===== config.mk =====
export PLATFORM = sky130hd
export DESIGN_NAME = aotf_output_ctrl
export DESIGN_NICKNAME = d
export VERILOG_FILES = /design/src/aotf_pkg.sv /design/src/aotf_stream_if.sv /design/src/aotf_fifo.sv /design/src/aotf_output_ctrl.sv
export VERILOG_INCLUDE_DIRS = /design/src
export SDC_FILE = /design/constraint.sdc
export NUM_CORES = 1
export LEC_CHECK = 0
export BUFFER_PORTS_ARGS = -buffer_cell sky130_fd_sc_hd__buf_2
export CAP_MARGIN = 20
export CORE_ASPECT_RATIO = 1.2
export CORE_UTILIZATION = 55
export CTS_BUF_LIST = sky130_fd_sc_hd__clkbuf_16
export DETAILED_ROUTE_END_ITERATION = 10
export PLACE_DENSITY = 0.87
export RECOVER_POWER = 25
export SLEW_MARGIN = 20
export SYNTH_ARGS = -nofsm -noshare
export SYNTH_HDL_FRONTEND = slang
export SYNTH_SLANG_ARGS = --single-unit

===== constraint.sdc =====
create_clock -name CORE_CLK -period 3 [get_ports CORE_CLK]
set_clock_uncertainty 0.1 [all_clocks]
set_input_delay 0.3 -clock CORE_CLK [delete_from_list [all_inputs] [get_ports CORE_CLK]]
set_output_delay 0.3 -clock CORE_CLK [all_outputs]
set_load 0.1 [all_outputs]

===== src/aotf_regs.svh =====
// Register offsets, field positions, reset values and counts of the output test and format block
`ifndef AOTF_REGS_SVH
`define AOTF_REGS_SVH

`define AOTF_ADDR_PERF 8'h03
`define AOTF_ADDR_GAIN_PAT 8'h25
`define AOTF_ADDR_CODING 8'h29
`define AOTF_ADDR_CUST_HI 8'h3f
`define AOTF_ADDR_CUST_LO 8'h40

`define AOTF_RST_PERF 8'h00
`define AOTF_RST_GAIN_PAT 8'h00
`define AOTF_RST_CODING 8'h00
`define AOTF_RST_CUST_HI 8'h00
`define AOTF_RST_CUST_LO 8'h00

`define AOTF_GAIN_MSB 7
`define AOTF_GAIN_LSB 4
`define AOTF_PAT_MSB 2
`define AOTF_PAT_LSB 0
`define AOTF_CODING_MSB 4
`define AOTF_CODING_LSB 3
`define AOTF_PERF_MSB 1
`define AOTF_PERF_LSB 0
`define AOTF_CUST_HI_MSB 5
`define AOTF_CODING_OFFSET_BIN 2'h3

`define AOTF_SER_BITS 16
`define AOTF_RAMP_DIV_NARROW 4
`define AOTF_FIFO_DEPTH 8

`endif


===== src/aotf_pkg.sv =====
// Types shared by the output test and format block
package aotf_pkg;
    typedef enum logic [2:0]
    {
        AOTF_PAT_NORMAL = 3'b000,
        AOTF_PAT_ZEROS = 3'b001,
        AOTF_PAT_ONES = 3'b010,
        AOTF_PAT_TOGGLE = 3'b011,
        AOTF_PAT_RAMP = 3'b100,
        AOTF_PAT_CUSTOM = 3'b101,
        AOTF_PAT_UNUSED6 = 3'b110,
        AOTF_PAT_UNUSED7 = 3'b111
    } aotf_pattern_e;

    typedef logic [3:0] aotf_gain_t;
    typedef logic [1:0] aotf_coding_t;
endpackage


===== src/aotf_stream_if.sv =====
// Valid/ready word stream between the output path and its FIFO
`timescale 1ns/1ps
interface aotf_stream_if #(parameter int WIDTH = 14);
    logic valid;
    logic ready;
    logic [WIDTH-1:0] data;

    modport source (output valid, output data, input ready);
    modport sink (input valid, input data, output ready);
endinterface


===== src/aotf_fifo.sv =====
// Synchronous FIFO with valid/ready on both sides
`timescale 1ns/1ps
module aotf_fifo #(
    parameter int WIDTH = 14,
    parameter int DEPTH = 8
) (
    input wire logic clk,
    input wire logic rst,
    aotf_stream_if.sink in_s,
    output logic out_valid,
    input wire logic out_ready,
    output logic [WIDTH-1:0] out_data
);
    localparam int AW = $clog2(DEPTH);

    initial
    begin
        if (DEPTH < 2 || (1 << AW) != DEPTH)
            $error("aotf_fifo: DEPTH must be a power of two, at least 2");
    end

    logic [WIDTH-1:0] mem [DEPTH];
    logic [AW:0] wr_q;
    logic [AW:0] rd_q;

    wire full = (wr_q[AW] != rd_q[AW]) && (wr_q[AW-1:0] == rd_q[AW-1:0]);
    wire empty = (wr_q == rd_q);
    wire push = in_s.valid && !full;
    wire pop = !empty && out_ready;

    assign in_s.ready = !full;
    assign out_valid = !empty;
    assign out_data = mem[rd_q[AW-1:0]];

    always_ff @(posedge clk)
    begin
        if (push)
            mem[wr_q[AW-1:0]] <= in_s.data;
    end

    always_ff @(posedge clk or posedge rst)
    begin
        if (rst)
        begin
            wr_q <= '0;
            rd_q <= '0;
        end
        else
        begin
            if (push)
                wr_q <= wr_q + 1'b1;
            if (pop)
                rd_q <= rd_q + 1'b1;
        end
    end
endmodule


===== src/aotf_output_ctrl.sv =====
// Serial-configured test pattern, gain and output coding control of one converter channel
//
// Summary of operation
// - Gain code n means n half-dB; reset 0000
// - Pattern field bits 2:0 selects output source
// - Toggle alternates 1010... and 0101... each sample
// - Ramp steps one LSB; narrow variant every fourth
// - Coding 11 offset binary, else twos complement
// - Pattern codes 000 to 101; 110, 111 unused
// - Custom word from two registers; narrow uses upper
`timescale 1ns/1ps
`include "aotf_regs.svh"
module aotf_output_ctrl #(
    parameter int DATA_W = 14,
    parameter int FIFO_DEPTH = `AOTF_FIFO_DEPTH
) (
    input wire logic CORE_CLK,
    input wire logic RESET,
    input wire logic SEN_N,
    input wire logic SCLK,
    input wire logic SDATA,
    input wire logic READOUT_EN,
    output logic SDOUT_O,
    output logic SDOUT_OE,
    input wire logic ADC_VALID,
    output logic ADC_READY,
    input wire logic [DATA_W-1:0] ADC_DATA,
    output logic DOUT_VALID,
    input wire logic DOUT_READY,
    output logic [DATA_W-1:0] DOUT,
    output aotf_pkg::aotf_gain_t CHA_GAIN_CODE,
    output aotf_pkg::aotf_pattern_e CHA_PATTERN_SELECT,
    output aotf_pkg::aotf_coding_t OUTPUT_CODING,
    output logic [1:0] PERF_TUNING_SELECT
);
    import aotf_pkg::*;

    initial
    begin
        if (DATA_W != 14 && DATA_W != 12)
            $error("aotf_output_ctrl: DATA_W must be 14 or 12");
    end

    ////////////////////////////////////////////////////////////////////////////
    // Pin synchronisers

    logic [2:0] sen_meta_q;
    logic [2:0] sen_sync_q;
    logic sclk_last_q;

    always_ff @(posedge CORE_CLK or posedge RESET)
    begin
        if (RESET)
        begin
            sen_meta_q <= 3'b101;
            sen_sync_q <= 3'b101;
            sclk_last_q <= 1'b0;
        end
        else
        begin
            sen_meta_q <= {SEN_N, SCLK, SDATA};
            sen_sync_q <= sen_meta_q;
            sclk_last_q <= sen_sync_q[1];
        end
    end

    wire sen_n_s = sen_sync_q[2];
    wire sclk_s = sen_sync_q[1];
    wire sdata_s = sen_sync_q[0];
    wire sclk_rise = sclk_s && !sclk_last_q && !sen_n_s;
    wire sclk_fall = !sclk_s && sclk_last_q && !sen_n_s;

    ////////////////////////////////////////////////////////////////////////////
    // Serial frame: eight address bits then eight data bits, first bit first

    logic [4:0] bit_cnt_q;
    logic [14:0] shift_q;
    logic [7:0] rd_shift_q;

    wire [15:0] frame = {shift_q, sdata_s};
    wire frame_done = sclk_rise && (bit_cnt_q == 5'(`AOTF_SER_BITS - 1));
    wire [7:0] frame_addr = frame[15:8];
    wire [7:0] frame_wdata = frame[7:0];
    wire addr_done = sclk_rise && (bit_cnt_q == 5'd7);

    logic [7:0] gain_pat_q;
    logic [7:0] coding_q;
    logic [7:0] perf_q;
    logic [5:0] cust_hi_q;
    logic [7:0] cust_lo_q;

    function automatic logic [7:0] reg_read(input logic [7:0] addr);
        case (addr)
            `AOTF_ADDR_GAIN_PAT: reg_read = gain_pat_q;
            `AOTF_ADDR_CODING: reg_read = coding_q;
            `AOTF_ADDR_PERF: reg_read = perf_q;
            `AOTF_ADDR_CUST_HI: reg_read = {2'h0, cust_hi_q};
            `AOTF_ADDR_CUST_LO: reg_read = cust_lo_q;
            default: reg_read = 8'h00;
        endcase
    endfunction

    always_ff @(posedge CORE_CLK or posedge RESET)
    begin
        if (RESET)
        begin
            bit_cnt_q <= 5'h00;
            shift_q <= 15'h0000;
            rd_shift_q <= 8'h00;
        end
        else if (sen_n_s)
        begin
            bit_cnt_q <= 5'h00;
        end
        else
        begin
            if (sclk_rise)
            begin
                shift_q <= frame[14:0];
                bit_cnt_q <= frame_done ? 5'h00 : bit_cnt_q + 5'h01;
            end
            if (addr_done)
                rd_shift_q <= reg_read({shift_q[6:0], sdata_s});
            else if (sclk_fall && bit_cnt_q > 5'd8)
                rd_shift_q <= {rd_shift_q[6:0], 1'b0};
        end
    end

    wire data_phase = !sen_n_s && (bit_cnt_q >= 5'd8);
    assign SDOUT_OE = READOUT_EN && data_phase;
    assign SDOUT_O = SDOUT_OE ? rd_shift_q[7] : 1'b0;

    ////////////////////////////////////////////////////////////////////////////
    // Register bank

    wire wr_gain_pat = frame_done && (frame_addr == `AOTF_ADDR_GAIN_PAT);
    wire wr_coding = frame_done && (frame_addr == `AOTF_ADDR_CODING);
    wire wr_perf = frame_done && (frame_addr == `AOTF_ADDR_PERF);
    wire wr_cust_hi = frame_done && (frame_addr == `AOTF_ADDR_CUST_HI);
    wire wr_cust_lo = frame_done && (frame_addr == `AOTF_ADDR_CUST_LO);

    always_ff @(posedge CORE_CLK or posedge RESET)
    begin
        if (RESET)
        begin
            gain_pat_q <= `AOTF_RST_GAIN_PAT;
            coding_q <= `AOTF_RST_CODING;
            perf_q <= `AOTF_RST_PERF;
            cust_hi_q <= 6'(`AOTF_RST_CUST_HI);
            cust_lo_q <= `AOTF_RST_CUST_LO;
        end
        else
        begin
            if (wr_gain_pat)
                gain_pat_q <= frame_wdata;
            if (wr_coding)
                coding_q <= frame_wdata;
            if (wr_perf)
                perf_q <= frame_wdata;
            if (wr_cust_hi)
                cust_hi_q <= frame_wdata[`AOTF_CUST_HI_MSB:0];
            if (wr_cust_lo)
                cust_lo_q <= frame_wdata;
        end
    end

    // Gain code is passed as is; each step is half a dB
    assign CHA_GAIN_CODE = gain_pat_q[`AOTF_GAIN_MSB:`AOTF_GAIN_LSB];
    assign CHA_PATTERN_SELECT = aotf_pattern_e'(gain_pat_q[`AOTF_PAT_MSB:`AOTF_PAT_LSB]);
    assign OUTPUT_CODING = coding_q[`AOTF_CODING_MSB:`AOTF_CODING_LSB];
    // Field stored as written; the host keeps it at 11
    assign PERF_TUNING_SELECT = perf_q[`AOTF_PERF_MSB:`AOTF_PERF_LSB];

    ////////////////////////////////////////////////////////////////////////////
    // Pattern generator, advanced once per accepted sample

    aotf_stream_if #(.WIDTH(DATA_W)) gen_s ();

    wire take = ADC_VALID && gen_s.ready;
    logic toggle_q;
    logic [DATA_W-1:0] ramp_q;
    logic [1:0] ramp_div_q;

    localparam int RAMP_DIV = (DATA_W == 12) ? `AOTF_RAMP_DIV_NARROW : 1;
    wire ramp_step = (ramp_div_q == 2'(RAMP_DIV - 1));

    always_ff @(posedge CORE_CLK or posedge RESET)
    begin
        if (RESET)
        begin
            toggle_q <= 1'b0;
            ramp_q <= '0;
            ramp_div_q <= 2'h0;
        end
        else if (take)
        begin
            toggle_q <= !toggle_q;
            ramp_div_q <= ramp_step ? 2'h0 : ramp_div_q + 2'h1;
            if (ramp_step)
                ramp_q <= ramp_q + 1'b1;
        end
    end

    function automatic logic [DATA_W-1:0] alt_word(input logic phase);
        logic [DATA_W-1:0] w;
        w = '0;
        for (int i = 0; i < DATA_W; i++)
            w[i] = phase ^ i[0];
        alt_word = w;
    endfunction

    wire [13:0] cust_word = {cust_hi_q, cust_lo_q};
    wire [DATA_W-1:0] cust_out = cust_word[13 -: DATA_W];
    wire offset_bin = (OUTPUT_CODING == `AOTF_CODING_OFFSET_BIN);
    wire [DATA_W-1:0] coded = {ADC_DATA[DATA_W-1] ^ offset_bin, ADC_DATA[DATA_W-2:0]};

    logic [DATA_W-1:0] gen_word;
    always_comb
    begin
        unique case (CHA_PATTERN_SELECT)
            AOTF_PAT_NORMAL: gen_word = coded;
            AOTF_PAT_ZEROS: gen_word = '0;
            AOTF_PAT_ONES: gen_word = '1;
            AOTF_PAT_TOGGLE: gen_word = alt_word(!toggle_q);
            AOTF_PAT_RAMP: gen_word = ramp_q;
            AOTF_PAT_CUSTOM: gen_word = cust_out;
            AOTF_PAT_UNUSED6: gen_word = coded;
            AOTF_PAT_UNUSED7: gen_word = coded;
        endcase
    end

    // Generated word takes the sample's place in the same handshake slot
    assign gen_s.valid = ADC_VALID;
    assign gen_s.data = gen_word;
    assign ADC_READY = gen_s.ready;

    aotf_fifo #(.WIDTH(DATA_W), .DEPTH(FIFO_DEPTH)) u_fifo (
        .clk(CORE_CLK),
        .rst(RESET),
        .in_s(gen_s),
        .out_valid(DOUT_VALID),
        .out_ready(DOUT_READY),
        .out_data(DOUT)
    );
endmodule


======== Yosys cells after proc, flatten, opt, wreduce, memory -nomap -nowiden ========
Memories as Yosys holds them, arrays and structs flattened.
Index checks and enable logic that the tools add are counted.
operators by class
  $add $sub $neg .......................... 5
  $lt $le $gt $ge ......................... 2
  eq/ne operators ......................... 23
  muxes and demuxes ....................... 11
  bitwise logic cells ..................... 2
  reduce and logical (&&, ||, !) cells .... 31
operator list
  kind                                                                              count
  14-bit case mux with 6 select lines                                               1
  8-bit by 6-bit equality test with 1-bit output (second input constant)            6
  8-bit case mux with 5 select lines                                                1
  1-bit logical AND                                                                 17
  8-bit by 2-bit equality test with 1-bit output (second input constant)            2
  8-bit by 7-bit equality test with 1-bit output (second input constant)            2
  8-bit 2-to-1 mux                                                                  2
  5-bit 2-to-1 mux                                                                  3
  14-bit by 1-bit adder with 14-bit output (second input constant)                  1
  3-bit equality test (second input constant)                                       4
  4-bit by 1-bit adder with 4-bit output (second input constant)                    2
  3-bit by 2-bit equality test with 1-bit output (second input constant)            2
  1-bit logical NOT                                                                 6
  2-bit AND reduction                                                               3
  5-bit by 1-bit adder with 5-bit output (second input constant)                    1
  5-bit by 3-bit equality test with 1-bit output (second input constant)            1
  5-bit by 4-bit equality test with 1-bit output (second input constant)            1
  5-bit by 4-bit >= comparator with 1-bit output (second input constant)            1
  5-bit by 4-bit greater-than comparator with 1-bit output (second input constant)  1
  4-bit equality test                                                               1
  2-bit nonzero test                                                                2
  3-bit by 1-bit equality test with 1-bit output (second input constant)            1
  3-bit equality test                                                               1
  3-bit logical NOT                                                                 1
  other kinds (9)                                                                   11
word-level totals
  register bits ........................... 98
  memory bits (writable) .................. 112
  input bits .............................. 22
  memories kept ........................... 1
memory list
  name        words  width  rd ports  clocked after memory_dff  write ports  line             text
  u_fifo.mem  8      14     1         0                         1            aotf_fifo.sv:22  logic [WIDTH-1:0] mem [DEPTH];

======== Logic depth before layout (Yosys ltp) ========
  depth in word-level cells ............... 7
  gate-level depth with buffers ........... 7
  gate-level depth less buffers ........... 6

======== Modules after synthesis ========
Synthesis repeated with hierarchy kept, for this count alone.
second synthesis, totals
  cells, all modules ...................... 621
  area total of the unflattened synthesis .. 9,576.7 um^2
modules (own cells, without submodules)
  module            instances  cells an instance  area each (um^2)  sequential area each (um^2)
  aotf_fifo         1          222                4,997.3           3,563.4
  aotf_output_ctrl  1          399                4,579.4           2,257.2

======== Worst setup path after synthesis ========
Ideal clock, no wire load.
  path kind ............................... register -> output
  from .................................... register sen_sync_q[2]
  to ...................................... output SDOUT_O
  data arrival time ....................... 3.815 ns
  data required time ...................... 2.600 ns
  slack ................................... -1.215 ns
  cell stages (with the launch flop) ...... 4
  buffers on the path ..................... 1
  cell sequence ........................... dfstp_2 > clkbuf_1 > nor3b_1 > and2_1
between the ends
  cells in the longest elaborated chain, start to end .. 4
ends and longest elaborated chain
  item                      line                     text
  start: declaration        aotf_output_ctrl.sv:48   logic [2:0] sen_sync_q;
  start signal: assignment  aotf_output_ctrl.sv:62   sen_sync_q <= sen_meta_q;
  1-bit logical NOT         aotf_output_ctrl.sv:129  wire data_phase = !sen_n_s && (bit_cnt_q >= 5'd8);
  1-bit logical AND         aotf_output_ctrl.sv:129
  1-bit logical AND         aotf_output_ctrl.sv:130  assign SDOUT_OE = READOUT_EN && data_phase;
  net SDOUT_OE              aotf_output_ctrl.sv:24   output logic SDOUT_OE,
  1-bit 2-to-1 mux          aotf_output_ctrl.sv:131  assign SDOUT_O = SDOUT_OE ? rd_shift_q[7] : 1'b0;
  end: declaration          aotf_output_ctrl.sv:23   output logic SDOUT_O,
The timed path passes the listed nets, and every way through them passes these cells.

======== Final worst setup path ========
  from .................................... register u_fifo.rd_q[0]
  to ...................................... output DOUT[1]
between the ends
  cells in the longest elaborated chain, start to end .. 1
ends and longest elaborated chain
  item                      line                    text
  start: declaration        aotf_fifo.sv:24         logic [AW:0] rd_q;
  start signal: assignment  aotf_fifo.sv:53         rd_q <= rd_q + 1'b1;
  memory read 8 x 14 bit    n/a
  end: declaration          aotf_output_ctrl.sv:30  output logic [DATA_W-1:0] DOUT,
Every way passes these cells.

==> metrics.txt <==
# TYPE chip_impl_metric gauge
chip_impl_info{name="yosys_most_used_dff",value="sky130_fd_sc_hd__edfxtp_1"} 1
chip_impl_metric{name="routed_via_density",unit=""} 6.22
chip_impl_metric{name="detail_route.wl_per_cell",unit="um"} 22.1
chip_impl_info{name="clockRootBuffer",value="sky130_fd_sc_hd__clkbuf_16"} 1
chip_impl_metric{name="grt_pass1_vias",unit=""} 5825
chip_impl_metric{name="worst-path-stages",unit=""} 4
chip_impl_metric{name="ys_async_sr_fraction",unit=""} 0.467
chip_impl_metric{name="slew_headroom",unit=""} -0.276
chip_impl_metric{name="grt_util_all_layers",unit=""} 0.238
chip_impl_metric{name="reg2reg_slack",unit="ps"} 570
chip_impl_metric{name="post_cts_resize_count",unit=""} 0
chip_impl_metric{name="fmax",unit="MHz"} 362
chip_impl_metric{name="timing.setup.tns",unit="ps"} 0
chip_impl_metric{name="syn-cell-area",unit="um^2"} 9440
chip_impl_info{name="run_status",value="complete, but fails checks"} 1
chip_impl_metric{name="postRouteWirelength",unit="um"} 20200
chip_impl_metric{name="clock_sinks",unit=""} 210
chip_impl_info{name="violations",value="capacitance limit, slew limit"} 1
chip_impl_metric{name="detail_route.drc_violations",unit=""} 0
chip_impl_metric{name="nNetsFinal",unit=""} 714
chip_impl_info{name="timing.critical_path.from",value="u_fifo.rd_q[0]$_DFFE_PP0P_"} 1
chip_impl_info{name="tritoncts_clock_tree",value="yes"} 1
chip_impl_metric{name="num_rows",unit=""} 52
chip_impl_metric{name="tightest_slew",unit="ps"} 1910
chip_impl_metric{name="timing_max_transition_violations_final",unit=""} 91
chip_impl_metric{name="start_util",unit=""} 0.560
chip_impl_info{name="setup.worst_path.end",value="DOUT[1]"} 1
chip_impl_info{name="cp_slowest_cell",value="sky130_fd_sc_hd__mux4_2"} 1
chip_impl_info{name="path_cells",value="buf_12 > mux4_2 > mux2_2 > buf_2"} 1
chip_impl_metric{name="boundaryPins",unit=""} 51
chip_impl_metric{name="fp.dieArea",unit="um^2"} 17700
chip_impl_metric{name="design_area",unit="um^2"} 10600
chip_impl_metric{name="die_height",unit="um"} 146
chip_impl_metric{name="num_vias",unit=""} 5689
chip_impl_info{name="r2r-start",value="sen_sync_q[2]$_DFF_PP1_"} 1
chip_impl_metric{name="number_of_synthesized_register_bits",unit=""} 210
chip_impl_metric{name="power.static_leakage",unit="nW"} 4.22
chip_impl_metric{name="cts_buffers",unit=""} 21
chip_impl_info{name="grt_setup_unrepaired",value="false"} 1
chip_impl_metric{name="placedInstanceArea",unit="um^2"} 9920
chip_impl_metric{name="place_congestion",unit=""} 0.869
chip_impl_metric{name="clk_pin_slew_worst_paths",unit="ps"} 70
chip_impl_metric{name="grt_remaining_overflow",unit=""} 0
chip_impl_metric{name="report.final.hold_viol_count",unit=""} 0
chip_impl_info{name="criticalPathCategory",value="register to primary output"} 1
chip_impl_info{name="hold_path_class",value="input pin to register"} 1
chip_impl_metric{name="seq_area_frac_synth",unit=""} 0.617
chip_impl_metric{name="grt_first_pass_wirelength",unit="um"} 32200
chip_impl_metric{name="ctsHoldBuffers",unit=""} 3
chip_impl_metric{name="cellPowerDensity",unit="nW/um^2"} 947
chip_impl_metric{name="timing.final.crit_share",unit=""} 0.921
chip_impl_info{name="setup.worst_path.end_class",value="primary output"} 1
chip_impl_metric{name="synth.avg_cell_area",unit="um^2"} 14.7
chip_impl_metric{name="htreeDepth",unit=""} 1
chip_impl_metric{name="grt_max_degree",unit=""} 91
chip_impl_metric{name="min_period",unit="ps"} 2760
chip_impl_metric{name="buffer_ports.inserted",unit=""} 50
chip_impl_metric{name="totalPowerFinal",unit="mW"} 10.1
chip_impl_metric{name="syn_inst",unit=""} 640
chip_impl_info{name="critical_path.reg2reg.endpoint",value="gain_pat_q[6]$_DFFE_PP0P_"} 1
chip_impl_metric{name="vdd_ir_drop_max",unit="V"} 0.000620
chip_impl_metric{name="detailedRoute.firstIterationViolations",unit=""} 572
chip_impl_metric{name="synth-edff-count",unit=""} 112
chip_impl_metric{name="cap_viol_max_count",unit=""} 1
chip_impl_metric{name="antenna_found_initial",unit=""} 0
chip_impl_metric{name="critical_path_peak_fanout",unit=""} 31
chip_impl_info{name="worstHoldStart",value="DOUT_READY"} 1
chip_impl_metric{name="mappedNetlistNets",unit=""} 669
chip_impl_metric{name="worst-endpoint-required",unit="ps"} 2600
chip_impl_metric{name="max-clock-path-buffers",unit=""} 3
chip_impl_metric{name="clock_insertion_delay_worst_skew",unit="ps"} 490
chip_impl_metric{name="detailed_place_hpwl",unit="um"} 12900
chip_impl_metric{name="rr_worst_depth",unit=""} 4
chip_impl_info{name="mostFrequentLayoutCell",value="sky130_fd_sc_hd__edfxtp_1"} 1
chip_impl_metric{name="worst-endpoint-arrival",unit="ps"} 2360
chip_impl_metric{name="synth_warnings",unit=""} 0
chip_impl_metric{name="number_of_setup_violations_in_the_final_report",unit=""} 0
chip_impl_metric{name="syn_to_final_growth",unit="%"} 12.6
chip_impl_info{name="worstSetupStartpointType",value="register"} 1
chip_impl_metric{name="antenna-diode-count",unit=""} 0
chip_impl_metric{name="yosysUniqueCellTypes",unit=""} 59
chip_impl_metric{name="cts_post_setup_buffers_inserted",unit=""} 0
chip_impl_metric{name="fill_cells",unit=""} 1154
chip_impl_info{name="mostFrequentLayoutCells",value="sky130_fd_sc_hd__edfxtp_1, sky130_fd_sc_hd__dfrtp_1, sky130_fd_sc_hd__buf_2"} 1
chip_impl_metric{name="die_x",unit="um"} 122
chip_impl_info{name="cp_top_family",value="multiplexers"} 1
chip_impl_metric{name="final_antenna_net_count",unit=""} 0
chip_impl_metric{name="drive_above_1_share",unit=""} 0.269
chip_impl_metric{name="drt_pre_antenna_iters",unit=""} 5
chip_impl_metric{name="placeableCoreArea",unit="um^2"} 16900
chip_impl_metric{name="cp_slowest_stage_delay",unit="ps"} 560
chip_impl_metric{name="buffers_inverters_on_critical_path",unit=""} 2
==> per-layer routing <==
metal,vias up,wire length (um),track usage
met5,-,0,0
met4,0,687,0.0895
met3,53,1200,0.0349
met2,241,10400,0.405
met1,2857,7940,0.306
li1,2538,-,-
==> state kept, by name, indices dropped and copies added, names as in the netlist, 5 cells and up <==
| signal | cells |
|---|---|
| u_fifo.mem | 112 |
| shift_q | 15 |
| ramp_q | 14 |
| coding_q | 8 |
| cust_lo_q | 8 |
| gain_pat_q | 8 |
| perf_q | 8 |
| rd_shift_q | 8 |
| cust_hi_q | 6 |
| bit_cnt_q | 5 |
==> where the power goes <==
part,switching [mW],leakage [nW],internal [mW]
clock network,1.11,0.317,1.54
logic,2.43,1.59,1.10
registers,0.418,2.31,3.47
==> tightest hold or removal path: stages <==
cell                      delay [ps]
sky130_fd_sc_hd__buf_2           100
sky130_fd_sc_hd__nand3_1          90
sky130_fd_sc_hd__xnor2_1          70
==> layout make-up <==
| cell class | count | area (um^2) | area share |
|---|---|---|---|
| sequential | 210 | 5820 | 0.548 |
| multi-input combinational | 359 | 3330 | 0.313 |
| clock buffer | 21 | 526 | 0.0494 |
| timing repair buffer | 74 | 448 | 0.0421 |
| tap | 216 | 270 | 0.0254 |
| clock inverter | 16 | 164 | 0.0154 |
| inverter | 19 | 75.1 | 0.00706 |
==> synth_stat cells (3+ instances only) <==
library cell	count	area, um^2
sky130_fd_sc_hd__nand2b_1	3	18.8
sky130_fd_sc_hd__clkbuf_1	27	101
sky130_fd_sc_hd__a221oi_1	6	52.6
sky130_fd_sc_hd__nand3b_1	4	30.0
sky130_fd_sc_hd__nor3_1	14	70.1
sky130_fd_sc_hd__nor4bb_1	3	30.0
sky130_fd_sc_hd__a222oi_1	5	50.1
sky130_fd_sc_hd__edfxtp_1	112	3360
sky130_fd_sc_hd__dfstp_2	4	105
sky130_fd_sc_hd__nor4_1	4	25.0
sky130_fd_sc_hd__a21oi_1	3	15.0
sky130_fd_sc_hd__nor2_1	15	56.3
sky130_fd_sc_hd__mux2_2	38	428
sky130_fd_sc_hd__buf_4	12	90.1
sky130_fd_sc_hd__mux2_1	33	372
sky130_fd_sc_hd__mux4_2	28	631
sky130_fd_sc_hd__nand4b_2	3	45.0
sky130_fd_sc_hd__ha_1	7	87.6
sky130_fd_sc_hd__and3_1	4	25.0
sky130_fd_sc_hd__or4bb_1	3	33.8
sky130_fd_sc_hd__nand4_1	6	37.5
sky130_fd_sc_hd__o211ai_1	16	120
sky130_fd_sc_hd__nand2_1	27	101
sky130_fd_sc_hd__a22o_1	11	96.3
sky130_fd_sc_hd__buf_2	10	50.1
sky130_fd_sc_hd__a211oi_1	4	30.0
sky130_fd_sc_hd__xnor2_1	15	131
sky130_fd_sc_hd__inv_1	19	71.3
sky130_fd_sc_hd__dfrtp_1	94	2350
sky130_fd_sc_hd__mux2i_1	13	130
sky130_fd_sc_hd__xor2_1	15	131
sky130_fd_sc_hd__nor3b_1	4	30.0
sky130_fd_sc_hd__and4_1	4	35.0
sky130_fd_sc_hd__o21ai_0	31	155
sky130_fd_sc_hd__nand3_1	10	50.1
==> how the worst min path moves through the flow <==
stage,to,slack (ps),cells after the start
after floorplan,sen_meta_q[0]$_DFF_PP1_,200,0
after global placement,sen_sync_q[1]$_DFF_PP0_,230,0
after detailed placement,sen_sync_q[1]$_DFF_PP0_,250,0
after CTS,u_fifo.rd_q[2]$_DFFE_PP0P_,4,3
after global routing,u_fifo.rd_q[2]$_DFFE_PP0P_,20,3
final,u_fifo.rd_q[2]$_DFFE_PP0P_,8,3
==> kinds of logic (layout without fill, tap and decap cells) <==
logic type,after synthesis,in the layout,synth area share
flip-flops,210,210,0.617
AND/OR/NAND/NOR,120,120,0.0779
multiplexers,113,113,0.167
AO/OA/AOI/OAI,89,89,0.0663
buffers and inverters,71,130,0.0351
XOR/XNOR,30,30,0.0278
adder cells (fa/ha/maj),7,7,0.00928
==> stage by stage <==
| step | setup slack [ps] | utilization | std cells | hold WS [ps] |
|---|---|---|---|---|
| 2_1_floorplan | 26.3 | - | 640 | 204 |
| 3_3_place_gp | 764 | 0.588 | 874 | 234 |
| 3_5_place_dp | 722 | 0.588 | 874 | 246 |
| 4_1_cts | 220 | 0.631 | 914 | 4.37 |
| 5_1_grt | 173 | 0.631 | 915 | 23.2 |
| 6_report | 237 | 0.631 | 915 | 7.58 |
No activity file was read; power rests on OpenSTA's default activity.
